File: src/design/status_flags_regs.svh
// Purpose: Named constants for the supply and thermal status flag bank.
// Assumes: Included by bare name wherever offsets, bit positions or counts are used.
// Notes: Definitions only; no logic lives here.
`ifndef STATUS_FLAGS_REGS_SVH
`define STATUS_FLAGS_REGS_SVH

// Register addresses carried in the 7-bit address field of a command.
`define ADDR_SUPPLY_FAULT_STATUS_B 7'h40
`define ADDR_SUPPLY_FAULT_STATUS_A 7'h41
`define ADDR_THERMAL_FAULT_STATUS 7'h42

// Implemented-bit masks; everything outside a mask is reserved and reads zero.
`define MASK_SUPPLY_B 8'h5F
`define MASK_SUPPLY_A 8'hFF
`define MASK_THERMAL 8'h07

// Reset values.
`define RST_ZERO 8'h00
`define RST_SUPPLY_A_POR 8'h80

// Bits dropped from supply status two on restart entry.
`define RESTART_CLR_SUPPLY_B 8'h02

// Supply status two bit positions.
`define BIT_INPUT_SUPPLY_LOW 6
`define BIT_THIRD_REG_OVERCURRENT 4
`define BIT_THIRD_REG_UNDERVOLTAGE 3
`define BIT_THIRD_REG_OVERTEMP 2
`define BIT_MAIN_REG_OVERVOLTAGE 1
`define BIT_MAIN_REG_PREWARNING 0

// Supply status one bit positions.
`define BIT_POWER_ON 7
`define BIT_SWITCH_SUPPLY_LOW 6
`define BIT_SWITCH_SUPPLY_HIGH 5
`define BIT_SECOND_REG_OVERTEMP 4
`define BIT_SECOND_REG_UNDERVOLTAGE 3
`define BIT_MAIN_REG_SHORT 2
`define BIT_MAIN_REG_FAILSAFE_ENTRY 1
`define BIT_MAIN_REG_UNDERVOLTAGE 0

// Thermal status bit positions.
`define BIT_THERMAL_SHUTDOWN_TWO 2
`define BIT_THERMAL_SHUTDOWN_ONE 1
`define BIT_THERMAL_PREWARNING 0

// Serial command layout.
`define CMD_CLEAR_BIT 7
`define CMD_ADDR_MSB 6
`define CNT_CMD_BITS 5'h08
`define CNT_FRAME_BITS 5'h10
`define CNT_SATURATE 5'h11
`define CNT_ONE 5'h01

// Short-to-ground qualification time and clock rate.
`define SHORT_TIME_US 4000
`define SYS_CLK_MHZ 250

// Pin synchroniser lane positions.
`define LANE_SPI_CSN 16
`define LANE_SPI_SCLK 15
`define LANE_SPI_MOSI 14
`define SYNC_LANES 17
`define SYNC_RST_VAL 17'h10000

`endif

File: src/design/status_flags_pkg.sv
// Purpose: Types shared by the status flag bank and its helpers.
// Assumes: The operating-mode encoding is owned by this package.
// Notes: Constants live in status_flags_regs.svh.
package status_flags_pkg;

  typedef enum logic [2:0] {
    MODE_INIT,
    MODE_NORMAL,
    MODE_STOP,
    MODE_SLEEP,
    MODE_RESTART,
    MODE_FAILSAFE
  } op_mode_t;

  typedef enum logic [1:0] {
    FRAME_IDLE,
    FRAME_CMD,
    FRAME_DATA
  } frame_state_t;

endpackage

File: src/design/supply_thermal_status_flags.sv
// Purpose: Sticky supply and thermal fault flags read and cleared over a 16-bit serial port.
// Assumes: Monitor comparators and serial pins are asynchronous; mode and strobes are on-chip.
// Notes: Serial mode 0, LSB first: address bits 0..6, clear bit 7, then the data byte.
// Overview of operation
// - Reserved bits always read zero and ignore clears.
// - Status two bit 6 latches input supply undervoltage.
// - Status two bits 4,3,2 latch third regulator overcurrent, undervoltage, overtemperature.
// - Status two bit 1 latches main overvoltage, bit 0 main prewarning.
// - Status two and thermal status are zero after power-on or soft reset.
// - Power-on reset sets the power-on flag, status one reads 80 hex.
// - Soft reset leaves status one all zero.
// - Status one bit 2 latches main short: undervoltage held beyond 4 ms.
// - Status one bit 1 latches fail-safe entry on fourth undervoltage reset.
// - Status one bits 4 and 3 latch second regulator overtemperature, undervoltage.
// - Sleep with main regulator off suppresses main short, overvoltage, undervoltage.
// - Main undervoltage flag updates in restart mode only during a short condition.
// - In init, main undervoltage updates only after first reset output release or during a short condition.
// - Main undervoltage flag always updates in normal and stop modes.
// - Main undervoltage flag updates in every mode during a short condition.
// - Thermal bit 2 latches level-two shutdown and requests fail-safe mode.
// - Thermal bit 1 latches level-one shutdown, bit 0 thermal prewarning.
// - Thermal shutdown flags stay set until explicitly cleared.
// - Restart entry zeroes thermal upper five bits, keeps the three flags.
// - A command is 7-bit address, access bit, then one data byte.
// - Command bit 7 low reads the register unchanged.
// - Command bit 7 high clears the clearable bits that the frame reported as set.
// - Flags never clear themselves; a clear command or soft reset zeroes them, and restart entry drops status two bit 1.
`timescale 1ns/1ps
`include "status_flags_regs.svh"
module supply_thermal_status_flags #(
  parameter int unsigned SHORT_CYCLES = `SHORT_TIME_US * `SYS_CLK_MHZ
) (
  input wire logic sys_clk_i,
  input wire logic nrst_i,
  input wire logic spi_csn_i,
  input wire logic spi_sclk_i,
  input wire logic spi_mosi_i,
  output logic spi_miso_o,
  output logic spi_miso_oe_o,
  input wire status_flags_pkg::op_mode_t mode_i,
  input wire logic main_reg_off_i,
  input wire logic reset_output_pin_i,
  input wire logic soft_reset_i,
  input wire logic restart_entry_i,
  input wire logic failsafe_uv_entry_i,
  input wire logic input_supply_low_i,
  input wire logic third_reg_overcurrent_i,
  input wire logic third_reg_undervoltage_i,
  input wire logic third_reg_overtemp_i,
  input wire logic main_reg_overvoltage_i,
  input wire logic main_reg_prewarning_i,
  input wire logic switch_supply_low_i,
  input wire logic switch_supply_high_i,
  input wire logic second_reg_overtemp_i,
  input wire logic second_reg_undervoltage_i,
  input wire logic main_reg_undervoltage_i,
  input wire logic thermal_shutdown_two_i,
  input wire logic thermal_shutdown_one_i,
  input wire logic thermal_prewarning_i,
  output logic failsafe_request_o,
  output logic main_reg_short_o
);
  import status_flags_pkg::*;

  // Synchronised copies of every asynchronous input.
  logic [`SYNC_LANES-1:0] raw_in;
  logic [`SYNC_LANES-1:0] syn;

  assign raw_in = {spi_csn_i, spi_sclk_i, spi_mosi_i,
                   input_supply_low_i, third_reg_overcurrent_i, third_reg_undervoltage_i,
                   third_reg_overtemp_i, main_reg_overvoltage_i, main_reg_prewarning_i,
                   switch_supply_low_i, switch_supply_high_i, second_reg_overtemp_i,
                   second_reg_undervoltage_i, main_reg_undervoltage_i,
                   thermal_shutdown_two_i, thermal_shutdown_one_i, thermal_prewarning_i};

  pin_sync #(
    .WIDTH(`SYNC_LANES),
    .RST_VAL(`SYNC_RST_VAL)
  ) u_sync (
    .sys_clk_i(sys_clk_i),
    .nrst_i(nrst_i),
    .d_i(raw_in),
    .q_o(syn)
  );

  wire csn_s = syn[`LANE_SPI_CSN];
  wire sclk_s = syn[`LANE_SPI_SCLK];
  wire mosi_s = syn[`LANE_SPI_MOSI];
  wire in_low_s = syn[13];
  wire oc3_s = syn[12];
  wire uv3_s = syn[11];
  wire ot3_s = syn[10];
  wire ov1_s = syn[9];
  wire pw1_s = syn[8];
  wire sw_low_s = syn[7];
  wire sw_high_s = syn[6];
  wire ot2_s = syn[5];
  wire uv2_s = syn[4];
  wire uv1_s = syn[3];
  wire thermal_shutdown_level_two_s = syn[2];
  wire thermal_shutdown_level_one_s = syn[1];
  wire tpw_s = syn[0];

  // Flag registers; only implemented bits are ever written.
  logic [7:0] supply_fault_status_b_r;
  logic [7:0] supply_fault_status_a_r;
  logic [7:0] thermal_fault_status_r;
  logic [7:0] supply_b_nxt;
  logic [7:0] supply_a_nxt;
  logic [7:0] thermal_nxt;

  // Serial front end state.
  frame_state_t frame_r;
  logic csn_d_r;
  logic sclk_d_r;
  logic [4:0] bit_cnt_r;
  logic [7:0] cmd_r;
  logic [7:0] snap_r;
  logic ro_seen_r;
  logic thermal_shutdown_level_two_d_r;

  // Main regulator short: undervoltage held past the qualification time while switched on.
  logic short_cond;

  hold_timer #(
    .LIMIT(SHORT_CYCLES)
  ) u_short (
    .sys_clk_i(sys_clk_i),
    .nrst_i(nrst_i),
    .run_i(uv1_s & ~main_reg_off_i),
    .expired_o(short_cond)
  );

  // Edge events on the filtered serial pins.
  wire csn_fall = csn_d_r & ~csn_s;
  wire csn_rise = ~csn_d_r & csn_s;
  wire sclk_rise = ~sclk_d_r & sclk_s & ~csn_s;
  wire sclk_fall = sclk_d_r & ~sclk_s & ~csn_s;

  // Command decode from the first byte.
  wire [6:0] cmd_addr = cmd_r[`CMD_ADDR_MSB:0];
  wire cmd_clear = cmd_r[`CMD_CLEAR_BIT];
  wire hit_b = (cmd_addr == `ADDR_SUPPLY_FAULT_STATUS_B);
  wire hit_a = (cmd_addr == `ADDR_SUPPLY_FAULT_STATUS_A);
  wire hit_t = (cmd_addr == `ADDR_THERMAL_FAULT_STATUS);

  // Reserved bits are masked on the way out; unmapped addresses read zero.
  wire [7:0] rd_data = hit_b ? (supply_fault_status_b_r & `MASK_SUPPLY_B) :
                       hit_a ? (supply_fault_status_a_r & `MASK_SUPPLY_A) :
                       hit_t ? (thermal_fault_status_r & `MASK_THERMAL) :
                       `RST_ZERO;

  // A clear only takes effect for a complete 16-bit frame. Clearing just the bits
  // that were reported means an event after the snapshot survives to the next read.
  wire frame_ok = csn_rise & (frame_r == FRAME_DATA) & (bit_cnt_r == `CNT_FRAME_BITS);
  wire do_clear = frame_ok & cmd_clear;
  wire [7:0] clr_b = (do_clear & hit_b) ? (snap_r & `MASK_SUPPLY_B) : `RST_ZERO;
  wire [7:0] clr_a = (do_clear & hit_a) ? (snap_r & `MASK_SUPPLY_A) : `RST_ZERO;
  wire [7:0] clr_t = (do_clear & hit_t) ? (snap_r & `MASK_THERMAL) : `RST_ZERO;

  // Gating of main regulator flags by operating mode.
  wire sleep_off = (mode_i == MODE_SLEEP) & main_reg_off_i;
  logic uv_mode_ok;

  always_comb begin
    uv_mode_ok = 1'b1;
    unique case (mode_i)
      MODE_RESTART: uv_mode_ok = 1'b0;
      MODE_INIT: uv_mode_ok = ro_seen_r;
      MODE_NORMAL, MODE_STOP: uv_mode_ok = 1'b1;
      MODE_SLEEP, MODE_FAILSAFE: uv_mode_ok = 1'b1;
      default: uv_mode_ok = 1'b0;
    endcase
  end

  // A short condition opens the update path in every mode, restart included.
  wire uv_update = ~sleep_off & (short_cond | uv_mode_ok);

  // Set terms: a set level re-asserts the flag each cycle it is present.
  logic [7:0] set_b;
  logic [7:0] set_a;
  logic [7:0] set_t;

  always_comb begin
    set_b = `RST_ZERO;
    set_b[`BIT_INPUT_SUPPLY_LOW] = in_low_s;
    set_b[`BIT_THIRD_REG_OVERCURRENT] = oc3_s;
    set_b[`BIT_THIRD_REG_UNDERVOLTAGE] = uv3_s;
    set_b[`BIT_THIRD_REG_OVERTEMP] = ot3_s;
    set_b[`BIT_MAIN_REG_OVERVOLTAGE] = ov1_s & ~sleep_off;
    set_b[`BIT_MAIN_REG_PREWARNING] = pw1_s;
    set_a = `RST_ZERO;
    set_a[`BIT_SWITCH_SUPPLY_LOW] = sw_low_s;
    set_a[`BIT_SWITCH_SUPPLY_HIGH] = sw_high_s;
    set_a[`BIT_SECOND_REG_OVERTEMP] = ot2_s;
    set_a[`BIT_SECOND_REG_UNDERVOLTAGE] = uv2_s;
    set_a[`BIT_MAIN_REG_SHORT] = short_cond & ~sleep_off;
    set_a[`BIT_MAIN_REG_FAILSAFE_ENTRY] = failsafe_uv_entry_i;
    set_a[`BIT_MAIN_REG_UNDERVOLTAGE] = uv1_s & uv_update;
    set_t = `RST_ZERO;
    set_t[`BIT_THERMAL_SHUTDOWN_TWO] = thermal_shutdown_level_two_s;
    set_t[`BIT_THERMAL_SHUTDOWN_ONE] = thermal_shutdown_level_one_s;
    set_t[`BIT_THERMAL_PREWARNING] = tpw_s;
  end

  // Next values: the clear comes first and the set is OR-ed after it, so a
  // coinciding event wins. Only restart entry also drops status two bit 1, unless it is being set.
  always_comb begin
    supply_b_nxt = ((supply_fault_status_b_r & ~clr_b) | set_b) & `MASK_SUPPLY_B;
    supply_a_nxt = ((supply_fault_status_a_r & ~clr_a) | set_a) & `MASK_SUPPLY_A;
    thermal_nxt = ((thermal_fault_status_r & ~clr_t) | set_t) & `MASK_THERMAL;
    if (restart_entry_i) begin
      supply_b_nxt = supply_b_nxt & ~(`RESTART_CLR_SUPPLY_B & ~set_b);
      thermal_nxt = thermal_nxt & `MASK_THERMAL;
    end
  end

  // Flag storage. Power-on reset is the asynchronous reset; soft reset is a strobe.
  always_ff @(posedge sys_clk_i or negedge nrst_i) begin
    if (!nrst_i) begin
      supply_fault_status_b_r <= `RST_ZERO;
      supply_fault_status_a_r <= `RST_SUPPLY_A_POR;
      thermal_fault_status_r <= `RST_ZERO;
    end else if (soft_reset_i) begin
      supply_fault_status_b_r <= `RST_ZERO;
      supply_fault_status_a_r <= `RST_ZERO;
      thermal_fault_status_r <= `RST_ZERO;
    end else begin
      supply_fault_status_b_r <= supply_b_nxt;
      supply_fault_status_a_r <= supply_a_nxt;
      thermal_fault_status_r <= thermal_nxt;
    end
  end

  // First release of the reset output, remembered until power-on or soft reset.
  always_ff @(posedge sys_clk_i or negedge nrst_i) begin
    if (!nrst_i) begin
      ro_seen_r <= 1'b0;
    end else if (soft_reset_i) begin
      ro_seen_r <= 1'b0;
    end else if (reset_output_pin_i) begin
      ro_seen_r <= 1'b1;
    end
  end

  // Level-two shutdown asks the mode controller for fail-safe on its rising edge.
  always_ff @(posedge sys_clk_i or negedge nrst_i) begin
    if (!nrst_i) begin
      thermal_shutdown_level_two_d_r <= 1'b0;
      failsafe_request_o <= 1'b0;
      main_reg_short_o <= 1'b0;
    end else begin
      thermal_shutdown_level_two_d_r <= thermal_shutdown_level_two_s;
      failsafe_request_o <= thermal_shutdown_level_two_s & ~thermal_shutdown_level_two_d_r;
      main_reg_short_o <= short_cond;
    end
  end

  // Serial frame sequencing.
  always_ff @(posedge sys_clk_i or negedge nrst_i) begin
    if (!nrst_i) begin
      csn_d_r <= 1'b1;
      sclk_d_r <= 1'b0;
      frame_r <= FRAME_IDLE;
    end else begin
      csn_d_r <= csn_s;
      sclk_d_r <= sclk_s;
      if (csn_rise) begin
        frame_r <= FRAME_IDLE;
      end else if (csn_fall) begin
        frame_r <= FRAME_CMD;
      end else if (sclk_fall && frame_r == FRAME_CMD && bit_cnt_r == `CNT_CMD_BITS) begin
        frame_r <= FRAME_DATA;
      end
    end
  end

  // Bit counter and command shifter; the count saturates to expose long frames.
  always_ff @(posedge sys_clk_i or negedge nrst_i) begin
    if (!nrst_i) begin
      bit_cnt_r <= 5'h00;
      cmd_r <= `RST_ZERO;
    end else if (csn_fall) begin
      bit_cnt_r <= 5'h00;
      cmd_r <= `RST_ZERO;
    end else if (sclk_rise) begin
      if (bit_cnt_r != `CNT_SATURATE) begin
        bit_cnt_r <= bit_cnt_r + `CNT_ONE;
      end
      if (bit_cnt_r < `CNT_CMD_BITS) begin
        cmd_r <= {mosi_s, cmd_r[7:1]};
      end
    end
  end

  // Reply path: zeros during the command byte, then the snapshot LSB first.
  wire [2:0] out_idx = 3'(bit_cnt_r - `CNT_CMD_BITS);

  always_ff @(posedge sys_clk_i or negedge nrst_i) begin
    if (!nrst_i) begin
      snap_r <= `RST_ZERO;
      spi_miso_o <= 1'b0;
      spi_miso_oe_o <= 1'b0;
    end else begin
      spi_miso_oe_o <= ~csn_s;
      if (csn_fall) begin
        spi_miso_o <= 1'b0;
      end else if (sclk_fall && frame_r == FRAME_CMD && bit_cnt_r == `CNT_CMD_BITS) begin
        snap_r <= rd_data;
        spi_miso_o <= rd_data[0];
      end else if (sclk_fall && frame_r == FRAME_DATA && bit_cnt_r < `CNT_FRAME_BITS) begin
        spi_miso_o <= snap_r[out_idx];
      end
    end
  end

endmodule

File: src/design/pin_sync.sv
// Purpose: Three-stage synchroniser with agreement filter for asynchronous inputs.
// Assumes: One lane per bit; lanes are independent.
// Notes: The filtered level moves only when stages two and three agree.
`timescale 1ns/1ps
module pin_sync #(
  parameter int WIDTH = 1,
  parameter logic [WIDTH-1:0] RST_VAL = '0
) (
  input wire logic sys_clk_i,
  input wire logic nrst_i,
  input wire logic [WIDTH-1:0] d_i,
  output logic [WIDTH-1:0] q_o
);

  logic [WIDTH-1:0] stage1_r;
  logic [WIDTH-1:0] stage2_r;
  logic [WIDTH-1:0] stage3_r;
  logic [WIDTH-1:0] agree;

  assign agree = ~(stage2_r ^ stage3_r);

  always_ff @(posedge sys_clk_i or negedge nrst_i) begin
    if (!nrst_i) begin
      stage1_r <= RST_VAL;
      stage2_r <= RST_VAL;
      stage3_r <= RST_VAL;
      q_o <= RST_VAL;
    end else begin
      stage1_r <= d_i;
      stage2_r <= stage1_r;
      stage3_r <= stage2_r;
      q_o <= (agree & stage3_r) | (~agree & q_o);
    end
  end

endmodule

File: src/design/hold_timer.sv
// Purpose: Flags a condition that has been held without a break for LIMIT cycles.
// Assumes: run_i comes from the same clock domain.
// Notes: The count saturates, so a long condition never wraps the flag off.
`timescale 1ns/1ps
module hold_timer #(
  parameter int unsigned LIMIT = 1
) (
  input wire logic sys_clk_i,
  input wire logic nrst_i,
  input wire logic run_i,
  output logic expired_o
);

  localparam int unsigned CW = $clog2(LIMIT + 1);
  localparam logic [CW-1:0] CNT_LIMIT = CW'(LIMIT);
  localparam logic [CW-1:0] CNT_STEP = CW'(1);

  logic [CW-1:0] cnt_r;
  logic at_limit;

  assign at_limit = (cnt_r == CNT_LIMIT);

  always_ff @(posedge sys_clk_i or negedge nrst_i) begin
    if (!nrst_i) begin
      cnt_r <= '0;
      expired_o <= 1'b0;
    end else if (!run_i) begin
      cnt_r <= '0;
      expired_o <= 1'b0;
    end else begin
      if (!at_limit) begin
        cnt_r <= cnt_r + CNT_STEP;
      end
      expired_o <= at_limit;
    end
  end

endmodule

File: config.mk
export PLATFORM = sky130hd
export DESIGN_NAME = supply_thermal_status_flags
export DESIGN_NICKNAME = d
export VERILOG_FILES = /design/src/design/status_flags_pkg.sv /design/src/design/supply_thermal_status_flags.sv /design/src/design/pin_sync.sv /design/src/design/hold_timer.sv
export VERILOG_INCLUDE_DIRS = /design/src /design/src/design
export SDC_FILE = /design/constraint.sdc
export NUM_CORES = 1
export LEC_CHECK = 0
export BUFFER_PORTS_ARGS = -buffer_cell sky130_fd_sc_hd__buf_4
export CORE_ASPECT_RATIO = 0.75
export CORE_UTILIZATION = 54
export DETAILED_ROUTE_END_ITERATION = 10
export PLACE_DENSITY = 0.75
export SETUP_SLACK_MARGIN = 0.3
export SLEW_MARGIN = 20
export SYNTH_ARGS = -nofsm -noshare
export SYNTH_HDL_FRONTEND = slang
export SYNTH_SLANG_ARGS = --single-unit
File: constraint.sdc
create_clock -name sys_clk_i -period 1.7 [get_ports sys_clk_i]
set_input_delay 0.255 -clock sys_clk_i [delete_from_list [all_inputs] [get_ports sys_clk_i]]
set_output_delay 0.255 -clock sys_clk_i [all_outputs]
set_load 0.02 [all_outputs]
Word level (Yosys, flattened, before mapping)
Index checks and enable logic that the tools add are counted.

storage, ports and cells
  register bits = 138
  input bits = 27
  output and inout port bits = 4

cells by class
  bitwise logic cells = 46
  add/subtract/negate cells = 3
  reductions and logical operators = 15
  multiplexer cells = 30
  equality and inequality tests = 14
  order comparisons = 3

operators by type and width
  cell                     number
  $mux W8                  7
  $mux W20                 2
  $and A17 B17 Y17         2
  $not A17 Y17             2
  $eq A7 B7 Y1 const B     3
  $mux W7                  3
  $add A20 B1 Y20 const B  1
  $eq A20 B20 Y1 const B   1
  $and A1 B1 Y1            19
  $or A17 B17 Y17          1
  $xor A17 B17 Y17         1
  $mux W5                  3
  $and A7 B7 Y7            2
  $mux W3                  3
  $and A8 B8 Y8            1
  $not A1 Y1               8
  $not A8 Y8               1
  $or A8 B7 Y8             1
  $reduce_bool A2 Y1       4
  $mux W1                  7
  $not A2 Y7               1
  $not A7 Y7               1
  $or A7 B7 Y7             1
  $eq A3 B2 Y1 const B     2
  other kinds (26)         34

Depth between registers and ports, before layout
Gate-level depths: netlist of run 1.

  depth in word-level cells = 13
  depth in mapped cells = 7
  mapped depth without buffers = 7

By module
Synthesis of run 1 repeated with hierarchy kept, for this count alone.

unflattened totals
  cell total of the unflattened synthesis = 424
  area, all modules = 5345.1 um^2

by module, submodules not included
  module                       seq. area each (um^2)  cells an instance  instances  area each (um^2)
  supply_thermal_status_flags  1203.7                 225                1          2332.2
  pin_sync                     1706.6                 85                 1          1898.1
  hold_timer                   525.5                  114                1          1114.8

Worst setup path before layout of run 1
Ideal clock, no wire load.

  path type = register to register
  start = reg (tool-made name)
  end = reg snap_r[0]
  period minus slack after synthesis = 1852 ps
  setup slack = -152 ps
  library setup time = 125 ps
  arrival = 1727 ps
  cell stages (with the launch flop) = 6
  path through = dfstp_2 > inv_1 > ha_1 > clkbuf_1 > nor4_4 > mux2_2

RTL lines
  element               RTL line                            text
  end signal, assigned  supply_thermal_status_flags.sv:301  snap_r <= `RST_ZERO;
  end signal, assigned  supply_thermal_status_flags.sv:309  snap_r <= rd_data;
  end, declared         supply_thermal_status_flags.sv:118  logic [7:0] snap_r;

==> out/metrics.cfg, run 1 <==
[outcome]
status=finished, violations left
violations=setup timing

[setup_path]
critPathArrivalTime_ps=2090
r2r_cells=4
cp-end-kind=flop
start_kind=flop
worstPathMaxFanout=6
cp_data_required_time_ps=2000
path_class=flop to flop

[die]
die-height_um=87.30
rows=30
fp.coreArea_um2=9234
die_x_um=115.7
initial_utilization_pct=56.73
dieArea_um2=10100
pin_count=31

[global_route]
grt_util_all_layers_pct=25.46
grt_max_degree=44
antenna_found_initial=0
grt_pass1_wl_um=18460
overflow=0
grt_pass1_vias=3715

[sta]
period_needed_ps=1787
slew_headroom_pct=71.74
fmax_ghz=0.5597
fin_ws_ps=-86.66
slew_violations=0
worst_hold_slack_ps=68.53
final.setup_skew_ps=7.260
tightestPinTransition_ps=424.0
fin_crit_sh_pct=105.1
finalSetupViolCount=6
rsz0062_at_grt=yes
setup_tns_ps=-306.2
final_hold_viol_count=0

[power_and_ir_drop]
power.leakage_nw=3.243
peakVddDrop_mv=0.8930
power-per-cell-area_nw_per_um2=1105

[layout]
final_common_cell=dfrtp_1
nFillCells=534
ff_latch_area_um2=3443
final_cell_mix=dfrtp_1, buf_4, nor2_1
multi_input_area_um2=2069
drive_gt1_share_pct=38.72
design_area_um2=7351
num_antenna_cells=0
syn_to_final_growth_pct=40.32
fin_nets=566

[synth]
netlist_area_um2=5239
ys_seq_elements=137
syn_inst=419
yosysSeqAreaShare_pct=65.58
postSynthNetCount=453
synth_warnings=0
avgSynthCellArea_um2=12.50
synth.distinct_cells=46
synth_flop_cell=dfrtp_1
async_reset_ff_share_pct=100.0
synth_edf_count=0

[routing]
postRouteAntennaNets=0
drc=0
wirelength_um=11970
via_per_inst=5.429
drt_iter0_drc=262
vias=3654
drt-pass1-iter-count=4
wire_per_inst_um=17.79

[clock_network]
htree_num_levels=4
cts_tree=yes
path_clk_slew_ps=50
cts_buffers=17
clockBufferDepth=2
clk_root_buffer_cell=clkbuf_16
cts_num_sinks=137
clk_latency_ps=420

[hold_path]
min_path_type=input port to flop
holdPathStages=3
hold_start=reset_output_pin_i

[run]
maxCapViolCount=0

[placement]
port_buffers=30
gp_congestion=0.8943
dpl-instance-area_um2=6036
dp.final_hpwl_um=6892

where the power goes:
group          internal (mW)  switching [mW]  total, mW
clock network           2.42            1.36       3.78
registers               3.45           0.126       3.58
logic                  0.373           0.395      0.768
total                   6.24            1.88       8.12
metal layers:
layer | global-route usage (%) | part of all wire (%)
met2 | 40.50 | 50
met5 | 0 | 0
met4 | 10.61 | 1.2
met1 | 32.75 | 43
met3 | 7.864 | 5.2
logic make-up after synthesis:
kind of cell,count (synthesis),share of synthesized area (%)
and+or+nand+nor,128,12.66
DFF,137,65.58
AOI/OAI and AO/OA,48,6.066
muxes,18,4.012
adders and majority gates,24,4.920
xor gates and xnor gates,21,3.511
buffers and inverters,43,3.248
worst max-delay path, cell delays in order (launching register included):
cell     delay [ps]
dfstp_2         400
or4b_4          550
nor4_4          260
buf_4           180
mux2_4          280
area by class of cell:
cell class | instances | area share, %
Clock inverter | 11 | 1.974
Tap cell | 128 | 2.179
Inverter | 32 | 1.634
Clock buffer | 21 | 6.400
Sequential cell | 137 | 46.84
Timing Repair Buffer | 105 | 12.82
Multi-Input combinational cell | 239 | 28.15
through the flow:
step	std cells	total power, mW	worst slack, ps	util (%)
after CTS	666	8.107	-3.420	77.76
after global routing	673	8.387	-145.0	79.61
final	673	8.120	-86.66	79.61
after global placement	606	4.184	-106.6	65.37
after floorplan	419	3.917	-106.5	-
after detailed placement	606	4.219	-142.6	65.37
cell usage after synthesis, drive strengths merged (6+ instances only):
| library cell | number | area, um2 |
|---|---|---|
| maj3 | 17 | 170.2 |
| nor2 | 56 | 210.2 |
| nand2 | 12 | 45.04 |
| a21oi | 13 | 65.06 |
| a311oi | 13 | 113.9 |
| o21ai | 13 | 65.06 |
| nand4 | 11 | 68.82 |
| clkbuf | 9 | 33.78 |
| dfrtp | 131 | 3278 |
| nand3 | 16 | 80.08 |
| xor2 | 16 | 140.1 |
| ha | 7 | 87.58 |
| inv | 32 | 120.1 |
| mux2i | 12 | 120.1 |
| dfstp | 6 | 157.7 |
repair_timing:
item                                   4_1_cts  5_1_grt
endpoints found under the hold margin       52        0
setup endpoints to repair                   55       56
buffers inserted                            10        7
pin swaps                                   38       31
hold buffers                                18        0
resized for setup                           62       25
final timing paths:
| check | endpoint | slack, ps |
|---|---|---|
| worst min register to register | u_sync.stage2_r[12] | 350 |
| min in group asynchronous | u_short.cnt_r[0] | 330 |
| worst max-delay path | snap_r[0] | -90 |
| worst max register to register | snap_r[0] | -90 |
| max in group asynchronous | supply_fault_status_a_r[7] | 760 |
| worst min-delay path | ro_seen_r | 70 |
Note: power is estimated with default switching activity, not from simulation.
==> inputs of run 2 (changes only) <==
SETUP_SLACK_MARGIN = 0.02   (was 0.3)
==> run 2 against run 1 <==
  * The flow still finishes with violations (setup timing)
  * Hold slack worse by 6.2 ps
  * Critical path depth increased by 1
  * Count of clock-buffer cells in the layout stayed put
  * Maximum frequency rose by 4.0%
  * Design area decreased by 5.5%
  * Via count fell by 2.9%
  * Sequential power barely moved
==> out/metrics.cfg, run 2 (synthesized netlist as in run 1, its figures left out) <==
[run]
maxCapViolCount=0

[sta]
fmax_ghz=0.5821
fin_crit_sh_pct=101.1
final_hold_viol_count=0
finalSetupViolCount=5
worst_hold_slack_ps=62.33
rsz0062_at_grt=yes
slew_violations=0
slew_headroom_pct=45.88
tightestPinTransition_ps=811.8
final.setup_skew_ps=5.304
fin_ws_ps=-18.04
period_needed_ps=1718

[power_and_ir_drop]
power.leakage_nw=3.124
peakVddDrop_mv=1.010
power-per-cell-area_nw_per_um2=1169
p_total_mw=8.121

[setup_path]
critPathArrivalTime_ps=2040
start_kind=flop
reg2reg_slack_ps=-20
cp-end-kind=flop
path_class=flop to flop
worstPathMaxFanout=7
cp_data_required_time_ps=2020

[routing]
drc=0
drt_iter0_drc=206
wirelength_um=10960
via_per_inst=5.392
wire_per_inst_um=16.66
postRouteAntennaNets=0
vias=3548
drt-pass1-iter-count=5

[global_route]
grt_pass1_vias=3555
antenna_found_initial=0
grt_max_degree=55
grt_util_all_layers_pct=23.86
grt_pass1_wl_um=17710
overflow=0

[layout]
multi_input_area_um2=1818
drive_gt1_share_pct=29.06
num_antenna_cells=0
nFillCells=605
syn_to_final_growth_pct=32.62
final_common_cell=dfrtp_1
final_cell_mix=dfrtp_1, buf_4, nor2_1
fin_nets=551
ff_latch_area_um2=3438
fin_cells=658
design_area_um2=6948

[placement]
dp.final_hpwl_um=6604
dpl-instance-area_um2=5918
dp_cells=603
place_worst_setup_slack_ps=-100.1
gp_congestion=0.8509
port_buffers=30

[clock_network]
clk_root_buffer_cell=clkbuf_16
cts_buffers=17
cts_tree=yes
clockBufferDepth=2
clk_latency_ps=410
cts_num_sinks=137
path_clk_slew_ps=50
htree_num_levels=4

[outcome]
status=finished, violations left
violations=setup timing

[die]
die_x_um=115.7
initial_utilization_pct=56.73
fp.coreArea_um2=9234
dieArea_um2=10100
rows=30
pin_count=31
die-height_um=87.30

[hold_path]
hold_start=reset_output_pin_i
min_path_type=input port to flop

==> run 2: changes by cell type in the layout (fill, tap and decap cells not counted), sizes merged <==
| cell | before | now |
|---|---|---|
| clkinv | 5 | 4 |
| buf | 87 | 72 |
| bufinv | 3 | 4 |
==> run 2: timing repair <==
action,4_1_cts,5_1_grt
gates resized for setup,16,27
setup buffers,1,4
cloned,1,0
hold endpoints to repair,62,0
hold buffers,18,0
setup endpoints to repair,40,39
pin swaps,4,11
==> run 2: final timing paths <==
path | to | cells past startpoint
setup / recovery | snap_r[5] | 5
hold / removal | ro_seen_r | 3
setup reg to reg | snap_r[5] | 5
hold reg to reg | u_sync.stage2_r[9] | 0
max in group asynchronous | supply_fault_status_b_r[1] | 3
min in group asynchronous | u_sync.stage1_r[14] | 2
==> run 2: worst max-delay path, cell delays in order (launching register included) <==
cell and delay (ps):
dfstp_2 380, or4b_4 560, nor4_4 280, buf_6 210, nand4_1 110, o21ai_1 100
==> run 2: cell type report <==
type | count | area share [%]
well taps | 128 | 2.305
multi-input cells | 239 | 26.17
clock inverters | 11 | 2.449
inverters | 32 | 1.729
flip-flops and latches | 137 | 49.49
clock buffers | 21 | 6.627
repair buffers | 90 | 11.24
==> run 2: metrics by stage <==
| step | setup TNS, ps | utilization, % |
|---|---|---|
| after floorplan | -424.5 | - |
| after global placement | -334.0 | 64.09 |
| after detailed placement | -1248 | 64.09 |
| after CTS | 0 | 73.74 |
| after global routing | -483.4 | 75.24 |
| final | -61.70 | 75.24 |
==> run 2: report_power, final <==
group          internal (mW)  switching, mW
logic                  0.333          0.360
clock network           2.53           1.33
registers               3.45          0.120
total                   6.31           1.81
==> run 2: routing by layer <==
metal	wire [um]	up-vias	global-route usage (%)	share of wire, %
met2	5262	108	36.74	48
met1	5075	1804	33.19	46
met4	81	0	6.177	0.74
met5	0	-	0	0
li1	-	1629	-	-
met3	543	7	7.446	5.0
